$ cat src/hdl/dacc_pkg.sv
package dacc_pkg;

	// Primary and untranslated alias addresses of the three registers.
	localparam logic [31:0] DACC_ADDR_DATA_CH0 = 32'h040000a0;
	localparam logic [31:0] DACC_ADDR_DATA_CH1 = 32'h040000a2;
	localparam logic [31:0] DACC_ADDR_CONTROL = 32'h040000a4;
	localparam logic [31:0] DACC_ALIAS_DATA_CH0 = 32'ha40000a0;
	localparam logic [31:0] DACC_ALIAS_DATA_CH1 = 32'ha40000a2;
	localparam logic [31:0] DACC_ALIAS_CONTROL = 32'ha40000a4;

	localparam logic [7:0] DACC_DATA_RST = 8'h00;
	localparam logic [7:0] DACC_CONTROL_RST = 8'h1f;
	localparam logic [7:0] DACC_CONTROL_RO_ONES = 8'h1f;
	localparam logic [7:0] DACC_UNMAPPED_READ = 8'h00;

	localparam int DACC_BIT_OUT_EN_CH1 = 7;
	localparam int DACC_BIT_OUT_EN_CH0 = 6;
	localparam int DACC_BIT_JOINT_EN = 5;

	localparam int DACC_SETTLE_NS = 10000;
	localparam int DACC_CLK_NS = 40;
	// Longest time, so the division rounds down.
	localparam int DACC_SETTLE_CYC = DACC_SETTLE_NS / DACC_CLK_NS;
	localparam int DACC_CNT_W = 16;

	typedef enum logic [1:0] {
		DACC_ST_IDLE = 2'b00,
		DACC_ST_WAIT = 2'b01,
		DACC_ST_VALID = 2'b11
	} dacc_st_t;

	typedef enum logic [1:0] {
		DACC_SEL_NONE = 2'b00,
		DACC_SEL_CH0 = 2'b01,
		DACC_SEL_CH1 = 2'b11,
		DACC_SEL_CTRL = 2'b10
	} dacc_sel_t;

endpackage

$ cat src/hdl/dacc_settle.sv
`timescale 1ns/1ps
module dacc_settle
	import dacc_pkg::*;
#(
	parameter int SETTLE_CYC = DACC_SETTLE_CYC
) (
	input wire logic clk,
	input wire logic sys_rst,
	input wire logic conv_en,
	input wire logic [7:0] code,
	output logic valid
);

	// The count is loaded with two less, so it must fit and not go negative.
	if (SETTLE_CYC < 2 || SETTLE_CYC >= 2 ** DACC_CNT_W) begin : g_bad_cyc
		$error("dacc_settle: SETTLE_CYC out of range");
	end

	localparam logic [DACC_CNT_W-1:0] LOAD = DACC_CNT_W'(SETTLE_CYC - 2);

	typedef struct packed {
		dacc_st_t st;
		logic [DACC_CNT_W-1:0] cnt;
		logic [7:0] last;
	} dacc_settle_state_t;

	dacc_settle_state_t s_q, s_d;

	// A new enable or a new code restarts the settling count at once.
	always_comb begin
		s_d = s_q;
		s_d.last = code;
		if (!conv_en) begin
			s_d.st = DACC_ST_IDLE;
			s_d.cnt = '0;
		end else if (s_q.st == DACC_ST_IDLE || code != s_q.last) begin
			s_d.st = DACC_ST_WAIT;
			s_d.cnt = LOAD;
		end else begin
			unique case (s_q.st)
				DACC_ST_WAIT: begin
					if (s_q.cnt == '0) begin
						s_d.st = DACC_ST_VALID;
					end else begin
						s_d.cnt = s_q.cnt - 1'b1;
					end
				end
				DACC_ST_VALID: begin
					s_d.st = DACC_ST_VALID;
				end
				default: begin
					s_d.st = DACC_ST_IDLE;
				end
			endcase
		end
	end

	always_ff @(posedge clk) begin
		if (sys_rst) begin
			s_q <= '{st: DACC_ST_IDLE, cnt: '0, last: DACC_DATA_RST};
		end else begin
			s_q <= s_d;
		end
	end

	assign valid = (s_q.st == DACC_ST_VALID);

	// Helper: cycles since the last restart of the count.
	logic [DACC_CNT_W-1:0] age_q;
	always_ff @(posedge clk) begin
		if (sys_rst || !conv_en || s_q.st == DACC_ST_IDLE
				|| code != s_q.last) begin
			age_q <= '0;
		end else if (age_q != '1) begin
			age_q <= age_q + 1'b1;
		end
	end
endmodule

$ cat src/hdl/dacc_top.sv
`timescale 1ns/1ps
module dacc_top
	import dacc_pkg::*;
#(
	parameter int SETTLE_CYC = DACC_SETTLE_CYC
) (
	input wire logic clk,
	input wire logic sys_rst,
	input wire logic [31:0] bus_addr,
	input wire logic bus_wr,
	input wire logic bus_rd,
	input wire logic [7:0] bus_wdata,
	output logic [7:0] bus_rdata,
	output logic bus_ack,
	output logic [7:0] analog_out_ch0,
	output logic [7:0] analog_out_ch1,
	output logic conv_en_ch0,
	output logic conv_en_ch1,
	output logic out_en_ch0,
	output logic out_en_ch1,
	output logic out_valid_ch0,
	output logic out_valid_ch1
);

	////////////////////////////////////////////////////////////////////////

	// The settling timers cannot serve a count below two or beyond their width.
	if (SETTLE_CYC < 2 || SETTLE_CYC >= 2 ** DACC_CNT_W) begin : g_bad_cyc
		$error("dacc_top: SETTLE_CYC out of range");
	end

	// Both the translated and the alias address select the same register.
	function automatic dacc_sel_t dacc_decode(input logic [31:0] a);
		dacc_sel_t sel;
		sel = DACC_SEL_NONE;
		if (a == DACC_ADDR_DATA_CH0 || a == DACC_ALIAS_DATA_CH0) begin
			sel = DACC_SEL_CH0;
		end else if (a == DACC_ADDR_DATA_CH1 || a == DACC_ALIAS_DATA_CH1) begin
			sel = DACC_SEL_CH1;
		end else if (a == DACC_ADDR_CONTROL || a == DACC_ALIAS_CONTROL) begin
			sel = DACC_SEL_CTRL;
		end
		return sel;
	endfunction

	typedef struct packed {
		logic [7:0] data_ch0;
		logic [7:0] data_ch1;
		logic out_en_ch1;
		logic out_en_ch0;
		logic joint_convert_en;
		logic [7:0] rdata;
		logic ack;
	} dacc_state_t;

	dacc_state_t s_q, s_d;
	dacc_sel_t sel;
	logic [7:0] dac_control;

	assign sel = dacc_decode(bus_addr);
	assign dac_control = {s_q.out_en_ch1, s_q.out_en_ch0,
		s_q.joint_convert_en, DACC_CONTROL_RO_ONES[4:0]};

	////////////////////////////////////////////////////////////////////////

	always_comb begin
		s_d = s_q;
		s_d.ack = bus_wr || bus_rd;
		if (bus_wr) begin
			unique case (sel)
				DACC_SEL_CH0: s_d.data_ch0 = bus_wdata;
				DACC_SEL_CH1: s_d.data_ch1 = bus_wdata;
				DACC_SEL_CTRL: begin
					s_d.out_en_ch1 = bus_wdata[DACC_BIT_OUT_EN_CH1];
					s_d.out_en_ch0 = bus_wdata[DACC_BIT_OUT_EN_CH0];
					s_d.joint_convert_en = bus_wdata[DACC_BIT_JOINT_EN];
				end
				DACC_SEL_NONE: begin
					s_d.data_ch0 = s_q.data_ch0;
				end
			endcase
		end
		if (bus_rd) begin
			unique case (sel)
				DACC_SEL_CH0: s_d.rdata = s_q.data_ch0;
				DACC_SEL_CH1: s_d.rdata = s_q.data_ch1;
				DACC_SEL_CTRL: s_d.rdata = dac_control;
				DACC_SEL_NONE: s_d.rdata = DACC_UNMAPPED_READ;
			endcase
		end
	end

	always_ff @(posedge clk) begin
		if (sys_rst) begin
			s_q.data_ch0 <= DACC_DATA_RST;
			s_q.data_ch1 <= DACC_DATA_RST;
			s_q.out_en_ch1 <= DACC_CONTROL_RST[DACC_BIT_OUT_EN_CH1];
			s_q.out_en_ch0 <= DACC_CONTROL_RST[DACC_BIT_OUT_EN_CH0];
			s_q.joint_convert_en <= DACC_CONTROL_RST[DACC_BIT_JOINT_EN];
			s_q.rdata <= 8'h00;
			s_q.ack <= 1'b0;
		end else begin
			s_q <= s_d;
		end
	end

	////////////////////////////////////////////////////////////////////////

	logic any_out_en;
	assign any_out_en = s_q.out_en_ch0 || s_q.out_en_ch1;
	assign conv_en_ch0 = s_q.out_en_ch0
		|| (s_q.joint_convert_en && any_out_en);
	assign conv_en_ch1 = s_q.out_en_ch1
		|| (s_q.joint_convert_en && any_out_en);
	assign out_en_ch0 = s_q.out_en_ch0;
	assign out_en_ch1 = s_q.out_en_ch1;
	assign analog_out_ch0 = s_q.data_ch0;
	assign analog_out_ch1 = s_q.data_ch1;
	assign bus_rdata = s_q.rdata;
	assign bus_ack = s_q.ack;

	// One settling timer per channel keeps the channels independent.
	dacc_settle #(.SETTLE_CYC(SETTLE_CYC)) u_settle_ch0 (
		.clk(clk),
		.sys_rst(sys_rst),
		.conv_en(conv_en_ch0),
		.code(s_q.data_ch0),
		.valid(out_valid_ch0)
	);

	dacc_settle #(.SETTLE_CYC(SETTLE_CYC)) u_settle_ch1 (
		.clk(clk),
		.sys_rst(sys_rst),
		.conv_en(conv_en_ch1),
		.code(s_q.data_ch1),
		.valid(out_valid_ch1)
	);
endmodule

$ cat config.mk
export PLATFORM = sky130hd
export DESIGN_NAME = dacc_top
export DESIGN_NICKNAME = d
export VERILOG_FILES = /design/src/hdl/dacc_pkg.sv /design/src/hdl/dacc_settle.sv /design/src/hdl/dacc_top.sv
export SDC_FILE = /design/constraint.sdc
export NUM_CORES = 1
export LEC_CHECK = 0
export BUFFER_PORTS_ARGS = -buffer_cell sky130_fd_sc_hd__buf_2
export CORE_MARGIN = 4
export CORE_UTILIZATION = 45
export DETAILED_ROUTE_END_ITERATION = 10
export PLACE_DENSITY_LB_ADDON = 0.15
export SETUP_SLACK_MARGIN = 0.5
export SYNTH_ARGS = -nofsm -noshare
export SYNTH_HDL_FRONTEND = slang
export SYNTH_SLANG_ARGS = --single-unit
export TNS_END_PERCENT = 100
$ cat constraint.sdc
create_clock -name clk -period 2.5 [get_ports clk]
set_input_delay 0.75 -clock clk [delete_from_list [all_inputs] [get_ports clk]]
set_output_delay 0.75 -clock clk [all_outputs]
set_load 0.01 [all_outputs]
== After elaboration in Yosys (flattened, before gate mapping) ==
Cells that the tools add are included.

* Bits in registers: 80
* Output and inout bits: 31
* Logic and storage cells: 86

* $add $sub $neg: 2
* Equality and inequality tests: 21
* Multiplexer cells: 14
* Bitwise operators: 4
* Reduce and logical (&&, ||, !) cells: 28

{| class="wikitable"
|+ Operators by type and width
! cell !! number
|-
| 32-bit by 27-bit == test with 1-bit output, second input constant || 3
|-
| 32-bit == test, second input constant || 3
|-
| 16-bit two-way mux || 4
|-
| 17-bit two-way mux || 2
|-
| 16-bit zero test || 2
|-
| 8-bit one-hot mux with 4 select lines || 1
|-
| 16-bit by 1-bit subtractor with 16-bit output, second input constant || 2
|-
| 8-bit != test || 2
|-
| 2-bit AND reduction || 7
|-
| 2-bit two-way mux || 5
|-
| 1-bit logical OR || 9
|-
| 2-bit == test, second input constant || 4
|-
| 2-bit by 1-bit != test with 1-bit output, second input constant || 4
|-
| 2-bit one-hot mux with 2 select lines || 2
|-
| 2-bit by 1-bit == test with 1-bit output, second input constant || 3
|-
| 2-bit zero test || 3
|-
| 3-bit by 1-bit != test with 1-bit output, second input constant || 2
|-
| 3-bit OR reduction || 2
|-
| 1-bit inverter || 4
|-
| 2-bit nonzero test || 2
|-
| 2-bit OR reduction || 2
|-
| 1-bit logical AND || 1
|}

== Depth between registers and ports, before layout ==
* Depth after elaboration: 7
* Gate-level depth with buffers: 8

== Cells and area by module ==
A second synthesis with hierarchy kept.

* Cells, all modules: 420
* Area total of the unflattened synthesis: 3,958.8 sq um

{| class="wikitable"
|+ Modules (own cells, without submodules)
! module !! times used !! cells an instance !! area each (sq um) !! sequential area each (sq um)
|-
| dacc_settle || 2 || 138 || 1,276.2 || 520.5
|-
| dacc_top || 1 || 144 || 1,406.3 || 560.5
|}

== Least setup slack after synthesis ==
No wires, ideal clock.

* Path type: in2reg
* Start point: input bus_addr[8]
* End point: register s_q (netlist bit analog_out_ch0[0])
* Setup time: 72 ps
* Arrival time: 1,972 ps
* Data required time: 2,428 ps
* Setup slack: 456 ps
* Stages: 7
* Path buffers: 2
* Path through: nor4b_1 > nand4_1 > nor2_1 > buf_2 > and3_1 > buf_2 > mux2i_1

* Longest elaborated chain between the ends: 7

{| class="wikitable"
|+ Ends and longest elaborated chain
! item !! line !! text
|-
| start, declared || dacc_top.sv:9 || <nowiki>input wire logic [31:0] bus_addr,</nowiki>
|-
| 32-bit by 27-bit == test with 1-bit output / 32-bit == test (equally long branches) || dacc_top.sv:40 || <nowiki>end else if (a == DACC_ADDR_CONTROL || a == DACC_ALIAS_CONTROL) begin</nowiki>
|-
| 1-bit logical OR || dacc_top.sv:40 ||
|-
| 2-bit two-way mux || dacc_top.sv:40 ||
|-
| 2-bit two-way mux || dacc_top.sv:38 || <nowiki>end else if (a == DACC_ADDR_DATA_CH1 || a == DACC_ALIAS_DATA_CH1) begin</nowiki>
|-
| 2-bit two-way mux * || dacc_top.sv:36 || <nowiki>if (a == DACC_ADDR_DATA_CH0 || a == DACC_ALIAS_DATA_CH0) begin</nowiki>
|-
| 2-bit by 1-bit == test with 1-bit output * || dacc_top.sv:70 || <nowiki>unique case (sel)</nowiki>
|-
| 2-bit AND reduction (no line) * || -- ||
|-
| end, declared || dacc_top.sv:56 || <nowiki>dacc_state_t s_q, s_d;</nowiki>
|}

Every way passes the cells marked *; elsewhere a longest branch is shown, timed or not.
A chain may end at the register's enable or synchronous reset.

== Final worst setup path ==
* Start point: register out_en_ch0 (netlist name)
* End point: output conv_en_ch1

* Longest elaborated chain between the ends: 3

{| class="wikitable"
|+ Ends and longest elaborated chain
! item !! line !! text
|-
| 1-bit logical OR || dacc_top.sv:110 || <nowiki>assign any_out_en = s_q.out_en_ch0 || s_q.out_en_ch1;</nowiki>
|-
| 1-bit logical AND || dacc_top.sv:114 || <nowiki>|| (s_q.joint_convert_en && any_out_en);</nowiki>
|-
| 1-bit logical OR || dacc_top.sv:114 ||
|-
| end, declared || dacc_top.sv:18 || <nowiki>output logic conv_en_ch1,</nowiki>
|}

No other way between the ends.

==> summary.txt <==
Status
  – Run status: finished, final reports clean

Hold path
  – Min-Delay Endpoint: bus_rdata[1]
  – Hold path startpoint: bus_rdata[1]
  – Hold path depth: 2
  – Hold WC Path Type: flop to flop

Synth
  – Mean post-synth cell area: 8.854 µm²
  – Top-area cell type share of the netlist area: 43.27%
  – Seq/Total Area, Yosys: 43.27%
  – Top cell type by total area after synthesis: dfxtp_1
  – Synth Instances: 418
  – Main synth FF type: dfxtp_1
  – Syn Nets: 464
  – Post-synth ARST share: 0%
  – Post-synth EDFFs: 0
  – Synth Warn #: 0
  – Mapped Area: 3701 µm²
  – Flops & latches, synth: 80
  – Count of distinct cell types in the synthesized netlist: 48
  – Synth top area cells: dfxtp_1 43%, mux2i_1 6.5%, nand2b_1 6.3%

STA
  – Slew at the pin closest to its max-slew limit: 0.5582 ns
  – Max Clk Rate: 528.6 MHz
  – Slew Limit Fails: 0
  – Setup violations, final: 0
  – Min Hold Slack: 0.4703 ns
  – Slew Limit Headroom: 62.45%
  – Sum Neg Setup Slack: 0 ns
  – RSZ-0062 raised after global routing: no
  – Min Tclk post-route: 1.892 ns
  – Post-route clock period utilization: 75.67%
  – Fin Clk Skew: 0.01162 ns
  – Fin. Hold Viols: 0
  – Setup WS post-layout: 0.6082 ns

Place
  – DP Wirelength: 6189 µm
  – Port Buffers: 74
  – # placed instances: 588
  – Pre-CTS setup slack: 0.2885 ns
  – RD Place Congestion: 0.8440

Flow run
  – Max Cap Viol: 0

CTS
  – Clock latency at the later pin of the worst-skew pair: 0.36 ns
  – Clk sinks: 80
  – CTS clk-pin slew, worst paths: 0.08 ns
  – CTS tree: done
  – Inserted Clock Buffers: 9
  – Root Buffer: clkbuf_8
  – H-tree depth: 3
  – Max clock buf depth: 2
  – CTS Hold Buffers Added: 0

Finish
  – FILL cells: 738
  – Most frequent cells in the layout: 80 x dfxtp_1, 74 x buf_2, 36 x nand2b_1
  – Number of inserted diodes: 0
  – Post-Layout Cell Count: 605
  – Share of cells above drive strength 1: 24.65%
  – Area delta synth->final: 20.59%
  – Most common cell after layout, fill and taps aside: dfxtp_1
  – Final nets: 544

Routing
  – DRC: 0
  – Vias/cell: 5.124
  – DR vias: 3100
  – Routed wire length: 8312 µm
  – TritonRoute pass-1 iters: 4
  – Starting DRC count in detailed routing: 70
  – Antenna viol nets, final: 0
  – Drt wl/cell: 13.74 µm

Pwr
  – Leak Pwr: 1.853 nW
  – P per Cell Area: 523.7 nW/µm²
  – VDD IR-drop max: 0.2907 mV

Die
  – Die H: 98.69 µm
  – Core area: 7848 µm²
  – DIE AREA: 9740 µm²
  – Num ports: 75
  – Starting Density: 47.16%
  – Die W: 98.69 µm
  – Row cnt: 32

Setup path
  – Startpoint Class: flop
  – Worst EP required: 1.75 ns
  – CP Max Fanout: 5
  – Critical R2R Launch: u_settle_ch0.s_q[8]
  – Arrival @ worst endpoint: 1.14 ns
  – Reg2reg setup slack: 0.63 ns
  – Setup CP Type: flop to primary output
  – Setup crit start: out_en_ch0
  – Crit end category: primary output
  – R2r worst-path depth: 7
  – FF-to-FF End: u_settle_ch0.s_q[16]

Global routing
  – Vias in the first global route: 3076
  – Gr ovfl total: 0
  – Largest net degree at the start of global routing: 22
  – Total track usage: 17.69%
  – Initial antenna violation count: 0
  – First-pass GRT wire length: 14190 µm
flip-flops by register name, indices dropped and copies added (netlist names):
| name | flops |
|---|---|
| u_settle_ch0.s_q | 26 |
| u_settle_ch1.s_q | 26 |
| analog_out_ch0 | 8 |
| analog_out_ch1 | 8 |
| bus_rdata | 8 |
| bus_ack | 1 |
| dac_control | 1 |
| out_en_ch0 | 1 |
| out_en_ch1 | 1 |
layer usage:
layer  track usage [%]  wire, µm  vias to the layer above
met1             22.91      3747                     1403
met3             3.397       451                       16
met5                 0         0                        -
met4             7.563       181                        0
li1                  -         -                     1601
met2             28.81      3931                       80
cell usage after synthesis, types with 2 or more instances:
| cell type | instances |
|---|---|
| a211oi_1 | 3 |
| a211oi_2 | 2 |
| a21oi_1 | 27 |
| a31oi_1 | 5 |
| and2_1 | 2 |
| and3_1 | 6 |
| buf_2 | 3 |
| clkbuf_1 | 14 |
| dfxtp_1 | 80 |
| ha_1 | 2 |
| inv_1 | 27 |
| mux2i_1 | 24 |
| nand2_1 | 19 |
| nand2b_1 | 37 |
| nand3_1 | 21 |
| nand3b_1 | 3 |
| nand4_1 | 4 |
| nand4b_1 | 2 |
| nor2_1 | 36 |
| nor2b_1 | 4 |
| nor3_1 | 8 |
| nor4_1 | 11 |
| nor4_2 | 2 |
| nor4b_1 | 3 |
| o2111ai_1 | 2 |
| o21ai_0 | 12 |
| o31ai_1 | 3 |
| or2_2 | 2 |
| or3_1 | 2 |
| or4_4 | 2 |
| xnor2_1 | 20 |
| xor2_1 | 14 |
per-stage QoR:
step	utilization, %	power, mW	instance area (µm²)
after global routing	56.87	2.424	4463
after detailed placement	53.73	1.387	4217
after CTS	56.28	2.358	4417
final	56.87	2.337	4463
after floorplan	-	1.341	3706
after global placement	53.73	1.386	4217
critical path: stages, from the launching register on:
cell	delay, ns
dfxtp_1	0.38
a21oi_2	0.22
inv_1	0.05
buf_2	0.14
kinds of logic after synthesis:
family	Yosys count	share of synthesized area (%)
AO/OA/AOI/OAI	58	9.534
XOR/XNOR	34	8.046
adder cells (fa/ha/maj)	2	0.6760
buffers and inverters	45	4.699
flip-flops	80	43.27
multiplexers	24	6.491
AND/OR/NAND/NOR	175	27.28
worst max-delay path by stage:
stage | endpoint | slack (ns) | cells past startpoint
6_report | conv_en_ch1 | 0.61 | 3
4_1_cts | conv_en_ch1 | 0.54 | 3
3_5_place_dp | dac_control[5] | 0.29 | 7
5_1_grt | out_en_ch0 | 0.50 | 7
3_3_place_gp | dac_control[5] | 0.34 | 7
2_1_floorplan | analog_out_ch0[5] | 0.51 | 7
report_power, final:
part | internal, mW | switching (mW) | total, mW
Combinational | 0.0433 | 0.0400 | 0.0833
Clock | 0.470 | 0.510 | 0.980
Sequential | 1.27 | 0.000157 | 1.27
Total | 1.79 | 0.550 | 2.34
timing repair:
| action | 4_1_cts | 5_1_grt |
|---|---|---|
| gates resized for setup | 0 | 6 |
| setup endpoints to repair | 0 | 17 |
| setup buffers | 0 | 1 |
area by class of cell:
cell class              instances  area (µm²)  area share [%]
flip-flops and latches         80        1602           35.88
repair buffers                 87       480.5           10.77
multi-input cells             293        1952           43.73
clock inverters                 7       76.32           1.710
well taps                     102       127.6           2.860
clock buffers                   9       123.9           2.775
inverters                      27       101.3           2.271
Power figures use the tool's default switching activity.
